File: src/bitop_decode_cfg.svh
`ifndef BITOP_DECODE_CFG_SVH
`define BITOP_DECODE_CFG_SVH

// ----------------------------------------
// Opcode high nibbles
// ----------------------------------------
`define HI_BIT_BRANCH 4'h0
`define HI_BIT_WRITE 4'h1
`define HI_RMW_DIRECT 4'h3
`define HI_RMW_ACC 4'h4
`define HI_RMW_INDEX 4'h5
`define HI_RMW_IX_OFS 4'h6
`define HI_RMW_IX 4'h7
`define HI_CTL_LOW 4'h8
`define HI_CTL_HIGH 4'h9

// ----------------------------------------
// Read/modify/write low nibbles
// ----------------------------------------
`define LO_NEGATE 4'h0
`define LO_MULTIPLY 4'h2
`define LO_COMPLEMENT 4'h3
`define LO_SHIFT_RIGHT 4'h4
`define LO_ROT_RIGHT 4'h6
`define LO_ARITH_RIGHT 4'h7
`define LO_SHIFT_LEFT 4'h8
`define LO_ROT_LEFT 4'h9
`define LO_DECREMENT 4'ha
`define LO_INCREMENT 4'hc
`define LO_TEST_NZ 4'hd
`define LO_ZERO_OPND 4'hf

// ----------------------------------------
// Control opcodes
// ----------------------------------------
`define OPC_TRAP_RETURN 8'h80
`define OPC_SUB_RETURN 8'h81
`define OPC_SOFT_TRAP 8'h83
`define OPC_HALT 8'h8e
`define OPC_IDLE_WAIT 8'h8f
`define OPC_ACC_TO_IDX 8'h97
`define OPC_CARRY_ZERO 8'h98
`define OPC_CARRY_ONE 8'h99
`define OPC_UNMASK 8'h9a
`define OPC_MASK 8'h9b
`define OPC_STACK_INIT 8'h9c
`define OPC_NO_OP 8'h9d
`define OPC_IDX_TO_ACC 8'h9f

// ----------------------------------------
// Lengths in bytes
// ----------------------------------------
`define LEN_ONE 2'h1
`define LEN_TWO 2'h2
`define LEN_THREE 2'h3

// ----------------------------------------
// Execution cycles
// ----------------------------------------
`define CYC_BIT_BRANCH 4'h5
`define CYC_BIT_WRITE 4'h5
`define CYC_RMW_REG 4'h3
`define CYC_RMW_MEM 4'h5
`define CYC_RMW_IX_OFS 4'h6
`define CYC_TEST_MEM 4'h4
`define CYC_TEST_IX_OFS 4'h5
`define CYC_MULTIPLY 4'hb
`define CYC_SOFT_TRAP 4'ha
`define CYC_TRAP_RETURN 4'h9
`define CYC_SUB_RETURN 4'h6
`define CYC_INHERENT 4'h2

`endif

File: src/bitop_decode_pkg.sv
package bitop_decode_pkg;

  typedef enum logic [2:0] {
    grp_none = 3'h0,
    grp_bit_branch = 3'h1,
    grp_bit_write = 3'h2,
    grp_rmw = 3'h3,
    grp_control = 3'h4
  } group_t;

  typedef enum logic [2:0] {
    mode_inherent_acc = 3'h0,
    mode_inherent_idx = 3'h1,
    mode_direct = 3'h2,
    mode_indexed = 3'h3,
    mode_indexed_ofs = 3'h4,
    mode_inherent = 3'h5
  } addr_mode_t;

  typedef enum logic [4:0] {
    op_none = 5'h00,
    op_branch_on_bit_high = 5'h01,
    op_branch_on_bit_low = 5'h02,
    op_bit_force_one = 5'h03,
    op_bit_force_zero = 5'h04,
    op_negate = 5'h05,
    op_complement = 5'h06,
    op_shift_right = 5'h07,
    op_rotate_right_carry = 5'h08,
    op_arith_right = 5'h09,
    op_shift_left = 5'h0a,
    op_rotate_left_carry = 5'h0b,
    op_decrement = 5'h0c,
    op_increment = 5'h0d,
    op_test_negative_zero = 5'h0e,
    op_zero_operand = 5'h0f,
    op_multiply_op = 5'h10,
    op_return_from_trap = 5'h11,
    op_return_from_sub = 5'h12,
    op_software_trap = 5'h13,
    op_halt = 5'h14,
    op_idle_wait = 5'h15,
    op_acc_to_idx = 5'h16,
    op_idx_to_acc = 5'h17,
    op_carry_flag_zero = 5'h18,
    op_carry_flag_one = 5'h19,
    op_unmask_interrupts = 5'h1a,
    op_mask_interrupts = 5'h1b,
    op_stack_init = 5'h1c,
    op_no_op = 5'h1d
  } op_t;

  // Action on one condition flag at the end of the instruction
  typedef enum logic [2:0] {
    fa_keep = 3'h0,
    fa_zero = 3'h1,
    fa_one = 3'h2,
    fa_result = 3'h3,
    fa_stack = 3'h4
  } flag_act_t;

  typedef enum logic {
    seq_idle = 1'b0,
    seq_run = 1'b1
  } seq_state_t;

  // One decoded instruction as the decoder registers it
  typedef struct packed {
    group_t grp;
    op_t op;
    addr_mode_t mode;
    logic [1:0] len;
    logic [3:0] cyc;
    logic wb;
    logic unk;
    flag_act_t h;
    flag_act_t i;
    flag_act_t n;
    flag_act_t z;
    flag_act_t c;
  } dec_t;

endpackage : bitop_decode_pkg

File: src/cycle_sequencer.sv
`timescale 1ns/1ps
`include "bitop_decode_cfg.svh"

module cycle_sequencer
  import bitop_decode_pkg::*;
(
  // Clock and reset
  input wire logic clk_sys,
  input wire logic reset,
  // Start of an instruction
  input wire logic start,
  input wire logic [3:0] cycles,
  // Progress
  output logic busy,
  output logic last
);

  seq_state_t state_reg;
  seq_state_t state_next;
  logic [3:0] count_reg;
  logic [3:0] count_next;

  // ----------------------------------------
  // Next state
  // ----------------------------------------
  always_comb begin
    state_next = state_reg;
    count_next = count_reg;
    case (state_reg)
      seq_idle: begin
        if (start) begin
          state_next = seq_run;
          count_next = cycles;
        end
      end
      seq_run: begin
        if (count_reg == 4'h1) begin
          // Back-to-back start in the last cycle keeps running
          if (start) begin
            count_next = cycles;
          end else begin
            state_next = seq_idle;
            count_next = 4'h0;
          end
        end else begin
          count_next = count_reg - 4'h1;
        end
      end
      default: begin
        state_next = seq_idle;
        count_next = 4'h0;
      end
    endcase
  end

  always_ff @(posedge clk_sys) begin
    if (reset) begin
      state_reg <= seq_idle;
      count_reg <= 4'h0;
    end else begin
      state_reg <= state_next;
      count_reg <= count_next;
    end
  end

  assign busy = (state_reg == seq_run);
  assign last = busy && (count_reg == 4'h1);

endmodule : cycle_sequencer

File: src/bitop_rmw_decoder.sv
`timescale 1ns/1ps
`include "bitop_decode_cfg.svh"

// Functional notes
// - Opcode 2*n is branch-on-bit-high for bit n, three bytes, five cycles.
// - Opcode 0x01+2*n is branch-on-bit-low for bit n, three bytes, five cycles.
// - Opcodes 0x10+2*n and 0x11+2*n force bit n of a direct byte to one or zero, two bytes, five cycles.
// - Rotate-left-carry uses 49, 59, 39, 79, 69 with 3, 3, 5, 5 and 6 cycles.
// - Rotate-right-carry uses 46, 56, 36, 76, 66 with the usual read/modify/write cycle counts.
// - Test-negative-zero uses 4D, 5D, 3D, 7D, 6D and its memory forms take 4, 4 and 5 cycles.
// - Opcode 9B sets the interrupt mask, one byte, two cycles, other flags kept.
// - Opcode 9A clears the interrupt mask, one byte, two cycles, other flags kept.
// - Software trap 83 takes 10 cycles, trap return 80 takes 9, subroutine return 81 takes 6, all one byte.
// - The read/modify/write high nibble picks the mode: 4 acc, 5 index, 3 direct, 7 indexed, 6 indexed with offset; offset forms are two bytes.
// - Zero-operand forces N to 0 and Z to 1, carry-zero forces C to 0, and multiply (42) takes 11 cycles.
module bitop_rmw_decoder
  import bitop_decode_pkg::*;
(
  // Clock and reset
  input wire logic clk_sys,
  input wire logic reset,
  // Opcode from the fetch unit
  input wire logic opcode_valid,
  input wire logic [7:0] opcode,
  output logic opcode_ready,
  // Decoded instruction
  output logic dec_valid,
  output group_t dec_group,
  output op_t dec_op,
  output addr_mode_t dec_mode,
  output logic [2:0] dec_bit,
  output logic [1:0] dec_len,
  output logic [3:0] dec_cycles,
  output logic dec_writes_back,
  output logic dec_unknown,
  // Condition flag actions
  output flag_act_t act_half,
  output flag_act_t act_mask,
  output flag_act_t act_neg,
  output flag_act_t act_zero,
  output flag_act_t act_carry,
  // Sequencing
  output logic exec_busy,
  output logic exec_last
);

  // ----------------------------------------
  // Decode functions
  // ----------------------------------------
  function automatic dec_t blank_dec();
    return '{grp: grp_none, op: op_none, mode: mode_inherent,
      len: `LEN_ONE, cyc: `CYC_INHERENT, wb: 1'b0, unk: 1'b1,
      h: fa_keep, i: fa_keep, n: fa_keep, z: fa_keep, c: fa_keep};
  endfunction : blank_dec

  function automatic dec_t decode_rmw(input logic [7:0] opc);
    dec_t d;
    d = blank_dec();
    d.grp = grp_rmw;
    d.unk = 1'b0;
    d.wb = 1'b1;
    d.n = fa_result;
    d.z = fa_result;
    d.c = fa_result;
    case (opc[7:4])
      `HI_RMW_ACC: d.mode = mode_inherent_acc;
      `HI_RMW_INDEX: d.mode = mode_inherent_idx;
      `HI_RMW_DIRECT: d.mode = mode_direct;
      `HI_RMW_IX: d.mode = mode_indexed;
      default: d.mode = mode_indexed_ofs;
    endcase
    // Operand byte on the direct and offset forms only
    if (d.mode == mode_direct || d.mode == mode_indexed_ofs) begin
      d.len = `LEN_TWO;
    end
    if (d.mode == mode_indexed_ofs) begin
      d.cyc = `CYC_RMW_IX_OFS;
    end else if (d.mode == mode_direct || d.mode == mode_indexed) begin
      d.cyc = `CYC_RMW_MEM;
    end else begin
      d.cyc = `CYC_RMW_REG;
    end
    case (opc[3:0])
      `LO_NEGATE: d.op = op_negate;
      `LO_COMPLEMENT: begin
        d.op = op_complement;
        d.c = fa_one;
      end
      `LO_SHIFT_RIGHT: begin
        d.op = op_shift_right;
        d.n = fa_zero;
      end
      `LO_ROT_RIGHT: d.op = op_rotate_right_carry;
      `LO_ARITH_RIGHT: d.op = op_arith_right;
      `LO_SHIFT_LEFT: d.op = op_shift_left;
      `LO_ROT_LEFT: d.op = op_rotate_left_carry;
      `LO_DECREMENT: begin
        d.op = op_decrement;
        d.c = fa_keep;
      end
      `LO_INCREMENT: begin
        d.op = op_increment;
        d.c = fa_keep;
      end
      `LO_TEST_NZ: begin
        // No write back, so memory forms lose one cycle
        d.op = op_test_negative_zero;
        d.wb = 1'b0;
        d.c = fa_keep;
        if (d.mode == mode_direct || d.mode == mode_indexed) begin
          d.cyc = `CYC_TEST_MEM;
        end else if (d.mode == mode_indexed_ofs) begin
          d.cyc = `CYC_TEST_IX_OFS;
        end
      end
      `LO_ZERO_OPND: begin
        d.op = op_zero_operand;
        d.n = fa_zero;
        d.z = fa_one;
        d.c = fa_keep;
      end
      `LO_MULTIPLY: begin
        // Only the accumulator column holds multiply
        if (opc[7:4] == `HI_RMW_ACC) begin
          d.op = op_multiply_op;
          d.wb = 1'b0;
          d.mode = mode_inherent;
          d.cyc = `CYC_MULTIPLY;
          d.h = fa_zero;
          d.n = fa_keep;
          d.z = fa_keep;
          d.c = fa_zero;
        end else begin
          d = blank_dec();
        end
      end
      default: d = blank_dec();
    endcase
    return d;
  endfunction : decode_rmw

  function automatic dec_t decode_control(input logic [7:0] opc);
    dec_t d;
    d = blank_dec();
    d.grp = grp_control;
    d.unk = 1'b0;
    case (opc)
      `OPC_TRAP_RETURN: begin
        d.op = op_return_from_trap;
        d.cyc = `CYC_TRAP_RETURN;
        d.h = fa_stack;
        d.i = fa_stack;
        d.n = fa_stack;
        d.z = fa_stack;
        d.c = fa_stack;
      end
      `OPC_SUB_RETURN: begin
        d.op = op_return_from_sub;
        d.cyc = `CYC_SUB_RETURN;
      end
      `OPC_SOFT_TRAP: begin
        d.op = op_software_trap;
        d.cyc = `CYC_SOFT_TRAP;
        d.i = fa_one;
      end
      `OPC_HALT: begin
        d.op = op_halt;
        d.i = fa_zero;
      end
      `OPC_IDLE_WAIT: begin
        d.op = op_idle_wait;
        d.i = fa_zero;
      end
      `OPC_ACC_TO_IDX: d.op = op_acc_to_idx;
      `OPC_IDX_TO_ACC: d.op = op_idx_to_acc;
      `OPC_CARRY_ZERO: begin
        d.op = op_carry_flag_zero;
        d.c = fa_zero;
      end
      `OPC_CARRY_ONE: begin
        d.op = op_carry_flag_one;
        d.c = fa_one;
      end
      `OPC_UNMASK: begin
        d.op = op_unmask_interrupts;
        d.i = fa_zero;
      end
      `OPC_MASK: begin
        d.op = op_mask_interrupts;
        d.i = fa_one;
      end
      `OPC_STACK_INIT: d.op = op_stack_init;
      `OPC_NO_OP: d.op = op_no_op;
      default: d = blank_dec();
    endcase
    return d;
  endfunction : decode_control

  function automatic dec_t decode_opcode(input logic [7:0] opc);
    dec_t d;
    d = blank_dec();
    case (opc[7:4])
      `HI_BIT_BRANCH: begin
        d.grp = grp_bit_branch;
        d.unk = 1'b0;
        d.op = opc[0] ? op_branch_on_bit_low : op_branch_on_bit_high;
        d.mode = mode_direct;
        d.len = `LEN_THREE;
        d.cyc = `CYC_BIT_BRANCH;
        d.c = fa_result;
      end
      `HI_BIT_WRITE: begin
        d.grp = grp_bit_write;
        d.unk = 1'b0;
        d.op = opc[0] ? op_bit_force_zero : op_bit_force_one;
        d.mode = mode_direct;
        d.len = `LEN_TWO;
        d.cyc = `CYC_BIT_WRITE;
        d.wb = 1'b1;
      end
      `HI_RMW_DIRECT, `HI_RMW_ACC, `HI_RMW_INDEX, `HI_RMW_IX_OFS,
      `HI_RMW_IX: d = decode_rmw(opc);
      `HI_CTL_LOW, `HI_CTL_HIGH: d = decode_control(opc);
      default: d = blank_dec();
    endcase
    return d;
  endfunction : decode_opcode

  // ----------------------------------------
  // Decode register
  // ----------------------------------------
  dec_t dec_reg;
  dec_t dec_next;
  dec_t fresh_dec;
  logic [2:0] bit_reg;
  logic [2:0] bit_next;
  logic valid_reg;
  logic valid_next;
  logic take;
  logic seq_busy;
  logic seq_last;

  // New opcode accepted when idle or in the final cycle
  assign opcode_ready = !seq_busy || seq_last;
  assign take = opcode_valid && opcode_ready;
  assign fresh_dec = decode_opcode(opcode);

  always_comb begin
    dec_next = dec_reg;
    bit_next = bit_reg;
    valid_next = 1'b0;
    if (take) begin
      dec_next = fresh_dec;
      bit_next = opcode[3:1];
      valid_next = 1'b1;
    end
  end

  always_ff @(posedge clk_sys) begin
    if (reset) begin
      dec_reg <= blank_dec();
      bit_reg <= 3'h0;
      valid_reg <= 1'b0;
    end else begin
      dec_reg <= dec_next;
      bit_reg <= bit_next;
      valid_reg <= valid_next;
    end
  end

  cycle_sequencer u_seq (
    .clk_sys(clk_sys),
    .reset(reset),
    .start(take),
    .cycles(fresh_dec.cyc),
    .busy(seq_busy),
    .last(seq_last)
  );

  // ----------------------------------------
  // Outputs
  // ----------------------------------------
  assign dec_valid = valid_reg;
  assign dec_group = dec_reg.grp;
  assign dec_op = dec_reg.op;
  assign dec_mode = dec_reg.mode;
  assign dec_bit = bit_reg;
  assign dec_len = dec_reg.len;
  assign dec_cycles = dec_reg.cyc;
  assign dec_writes_back = dec_reg.wb;
  assign dec_unknown = dec_reg.unk;
  assign act_half = dec_reg.h;
  assign act_mask = dec_reg.i;
  assign act_neg = dec_reg.n;
  assign act_zero = dec_reg.z;
  assign act_carry = dec_reg.c;
  assign exec_busy = seq_busy;
  assign exec_last = seq_last;

endmodule : bitop_rmw_decoder

File: config.mk
export PLATFORM = sky130hd
export DESIGN_NAME = bitop_rmw_decoder
export DESIGN_NICKNAME = d
export VERILOG_FILES = /design/src/bitop_decode_pkg.sv /design/src/cycle_sequencer.sv /design/src/bitop_rmw_decoder.sv
export VERILOG_INCLUDE_DIRS = /design/src /design/src/src
export SDC_FILE = /design/constraint.sdc
export NUM_CORES = 1
export LEC_CHECK = 0
export ABC_AREA = 1
export BUFFER_PORTS_ARGS = -buffer_cell sky130_fd_sc_hd__buf_2
export CAP_MARGIN = 15
export CELL_PAD_IN_SITES_DETAIL_PLACEMENT = 1
export CELL_PAD_IN_SITES_GLOBAL_PLACEMENT = 1
export CORE_MARGIN = 2
export CORE_UTILIZATION = 40
export DETAILED_ROUTE_END_ITERATION = 10
export GPL_ROUTABILITY_DRIVEN = 1
export PLACE_DENSITY = 0.87
export RECOVER_POWER = 50
export SYNTH_ARGS = -nofsm -noshare
export SYNTH_HDL_FRONTEND = slang
export SYNTH_HIERARCHICAL = 1
export SYNTH_SLANG_ARGS = --single-unit
File: constraint.sdc
create_clock -name clk_sys -period 2.9 [get_ports clk_sys]
set_input_delay 0 -clock clk_sys [delete_from_list [all_inputs] [get_ports clk_sys]]
set_output_delay 0 -clock clk_sys [all_outputs]
set_load 0.02 [all_outputs]
==> flow_metrics.tcl <==
set metrics [dict create \
    worst_ir_drop_vdd_mv 0.2164 \
    initial_core_util_pct 41.47 \
    cts_root_buffer "clkbuf_8" \
    finalNonFillerCells 484 \
    setup-violations-final 0 \
    die_area_um2 6329 \
    p_int_uw 995.4 \
    min_path_type "in -> reg" \
    grt_pass1_wl_mm 12.39 \
    status "finished clean" \
    p_sw_uw 451.5 \
    final_net_count 424 \
    worstPathRequired_ps 3120 \
    n_antenna_cell 0 \
    worstMarginPinSlew_ps 592.6 \
    drc 0 \
    rows 27 \
    power.share.sequential_pct 40.7 \
    cts_resized 0 \
    cts_hold_buffers 0 \
    dr.pass1.iters 4 \
    grt.overflow.total 0 \
    nFillCells 824 \
    drive_above_1_share_pct 8.738 \
    vias 2534 \
    place_congestion 0.9204 \
    report.final.hold_viol_count 0 \
    power_switching_share_pct 31.21 \
    dp.cells 476 \
    relSlewSlack_pct 60.50 \
    largest_reg_flops 5 \
    rr_endpoint "act_zero[0]" \
    fin_worst_skew_ps 6.244 \
    power.leakage_uw 0.001155 \
    power_density_nw_per_um2 553.9 \
    syn-cell-area_um2 2283 \
    drv_cap 0 \
    endpoint_kind "register" \
    synth_area_per_cell_um2 6.239 \
    cp.arrival_ps 2470 \
    worstHoldPathCells 3 \
    viasPerCell 5.236 \
    combinationalPowerShare_pct 21.3 \
    syn2layout_area_growth_pct 14.41 \
    fp.dieH_um 79.56 \
    pin_count 52 \
    port_buffers 50 \
    ys_ff_latch 39 \
    min_from "opcode[4]" \
    die_w_um 79.56 \
    worstHoldEndpoint "dec_mode[0]" \
    drt_iter0_drc 97 \
    fin_crit_ps 2254 \
    startpoint "u_seq/count_reg[1]" \
    routedWlPerCell_um 15.28 \
    cts_tree "built" \
    grt_pass1_vias 2583 \
    synth_warnings 6 \
    grt_use_total_pct 24.59 \
    crit_type "reg -> reg" \
    clk_path_buf_depth 2 \
    rsz0062_at_grt "no" \
    rr_worst_depth 11 \
    crit_fanout 32 \
    dp_hpwl_mm 5.540 \
    yosysSeqAreaShare_pct 34.19 \
    postSynthCellCount 366 \
    grt_max_degree 34 \
    tns_ps 0 \
    fin_crit_sh_pct 77.71 \
    antenna_found_initial 0 \
    final-max-slew-violation-count 0 \
    clock_sinks 39 \
    clk_latency_ps 300 \
    cts.htree.levels 2 \
    r2r_start "u_seq/count_reg[1]" \
    power.share.clock_pct 38.0 \
    cp-start-kind "register" \
    max_freq_mhz 443.8 \
    cts_buffers 5 \
    postRouteWirelength_mm 7.397 \
    synth_cell_types 29 \
    core-area_um2 5507 \
    clk_pin_slew_ps 80 \
    ant_nets 0 \
    synth_fp_nets 379 \
    reg2reg_setup_slack_ps 650 \
    post_cts_buffers 0 \
]
metal layers:
metal | vias up | GRT usage [%] | part of all wire, %
met5 | - | 0 | 0
met4 | 0 | 8.103 | 1.8
met1 | 1190 | 30.94 | 44
met3 | 15 | 3.620 | 4.9
li1 | 1268 | - | -
met2 | 61 | 42.86 | 49
worst max-delay path, cell delays in order, from the launching register on:
cell and delay (ps):
dfxtp_1 320, inv_1 90, ha_1 200, nand2_2 100, nor2_1 140, inv_1 50
nand2_1 80, nand2_1 80, buf_4 250, nor2_1 430, o21ai_0 220, a21oi_1 210
metrics by stage:
stage	area [um2]	power (uW)	setup slack (ps)	utilization, %	hold slack, ps
6_report	2613	1447	646.5	47.44	40.65
5_1_grt	2613	1516	509.7	47.44	57.17
4_1_cts	2661	1462	637.7	48.33	37.37
3_5_place_dp	2525	911.0	768.4	45.85	347.2
3_3_place_gp	2525	897.3	887.5	45.85	326.8
2_1_floorplan	2283	820.0	438.0	-	69.07
area by class of cell:
class / count / area [um2] / area share [%]
inverters: 40 / 150.1 / 5.747
clock buffers: 5 / 68.82 / 2.634
clock inverters: 3 / 67.56 / 2.586
multi-input cells: 273 / 1239 / 47.41
flip-flops and latches: 39 / 780.7 / 29.89
well taps: 72 / 90.09 / 3.448
repair buffers: 52 / 216.5 / 8.285
logic make-up (layout without fill, tap and decap cells):
family,count (synthesis),count (layout),synth area share [%]
fa+ha+maj,2,2,1.096
simple gates,208,208,38.41
compound gates,62,62,14.58
buf+inv,54,100,11.56
other cells,1,1,0.1642
flops,39,39,34.19
power by group through the flow:
stage	sequential [uW]	combinational, uW	clock, uW
3_5_place_dp	601	310	0
2_1_floorplan	627	193	0
3_3_place_gp	599	299	0
4_1_cts	588	314	560
6_report	589	308	550
5_1_grt	593	347	576
cells in the mapped netlist:
cell / count / area share (%)
dlygate4sd1_1: 1 / 0.38
nor2_1: 45 / 7.4
ha_1: 2 / 1.1
o22ai_1: 1 / 0.27
o2111ai_1: 2 / 0.77
o21bai_1: 1 / 0.33
buf_4: 4 / 1.3
clkinv_1: 1 / 0.16
buf_2: 1 / 0.22
nand2_2: 3 / 0.82
clkbuf_8: 4 / 2.4
a21oi_1: 33 / 7.2
nor2_2: 2 / 0.55
o21ai_1: 2 / 0.44
nand2_1: 113 / 19
dfxtp_1: 39 / 34
inv_2: 6 / 0.99
clkbuf_1: 4 / 0.66
nand4_1: 6 / 1.6
o211ai_1: 2 / 0.66
nand3_1: 35 / 7.7
nor2_4: 2 / 0.99
a21oi_2: 1 / 0.38
nand3_2: 1 / 0.44
a31oi_1: 2 / 0.55
conb_1: 1 / 0.16
inv_1: 33 / 5.4
nand3b_1: 1 / 0.33
o21ai_0: 18 / 3.9
how the worst max path moves through the flow:
stage	to	slack, ps	cells past startpoint
CTS	act_zero[0]	640	11
detailed placement	dec_mode[2]	770	11
floorplan	u_seq/count_reg[3]	440	14
finish	act_zero[0]	650	11
global placement	dec_mode[2]	890	11
global route	act_zero[0]	510	11
layout by cell type (no fill, tap or decap):
cell type	instances
clkbuf_8	5
nor2_1	45
o2111ai_1	2
clkbuf_1	39
o21ai_1	2
a21oi_2	1
nor2_2	2
o22ai_1	1
o21ai_0	18
inv_2	6
inv_1	33
o21bai_1	1
buf_4	2
nor2_4	2
clkinv_1	1
bufinv_16	2
a31oi_1	2
nand2_1	113
a21oi_1	33
conb_1	1
nand3_2	1
nand3_1	35
ha_1	2
dfxtp_1	39
nand4_1	6
clkinvlp_4	1
nand2_2	3
buf_2	11
o211ai_1	2
nand3b_1	1
(Power assumes the default switching activity.)
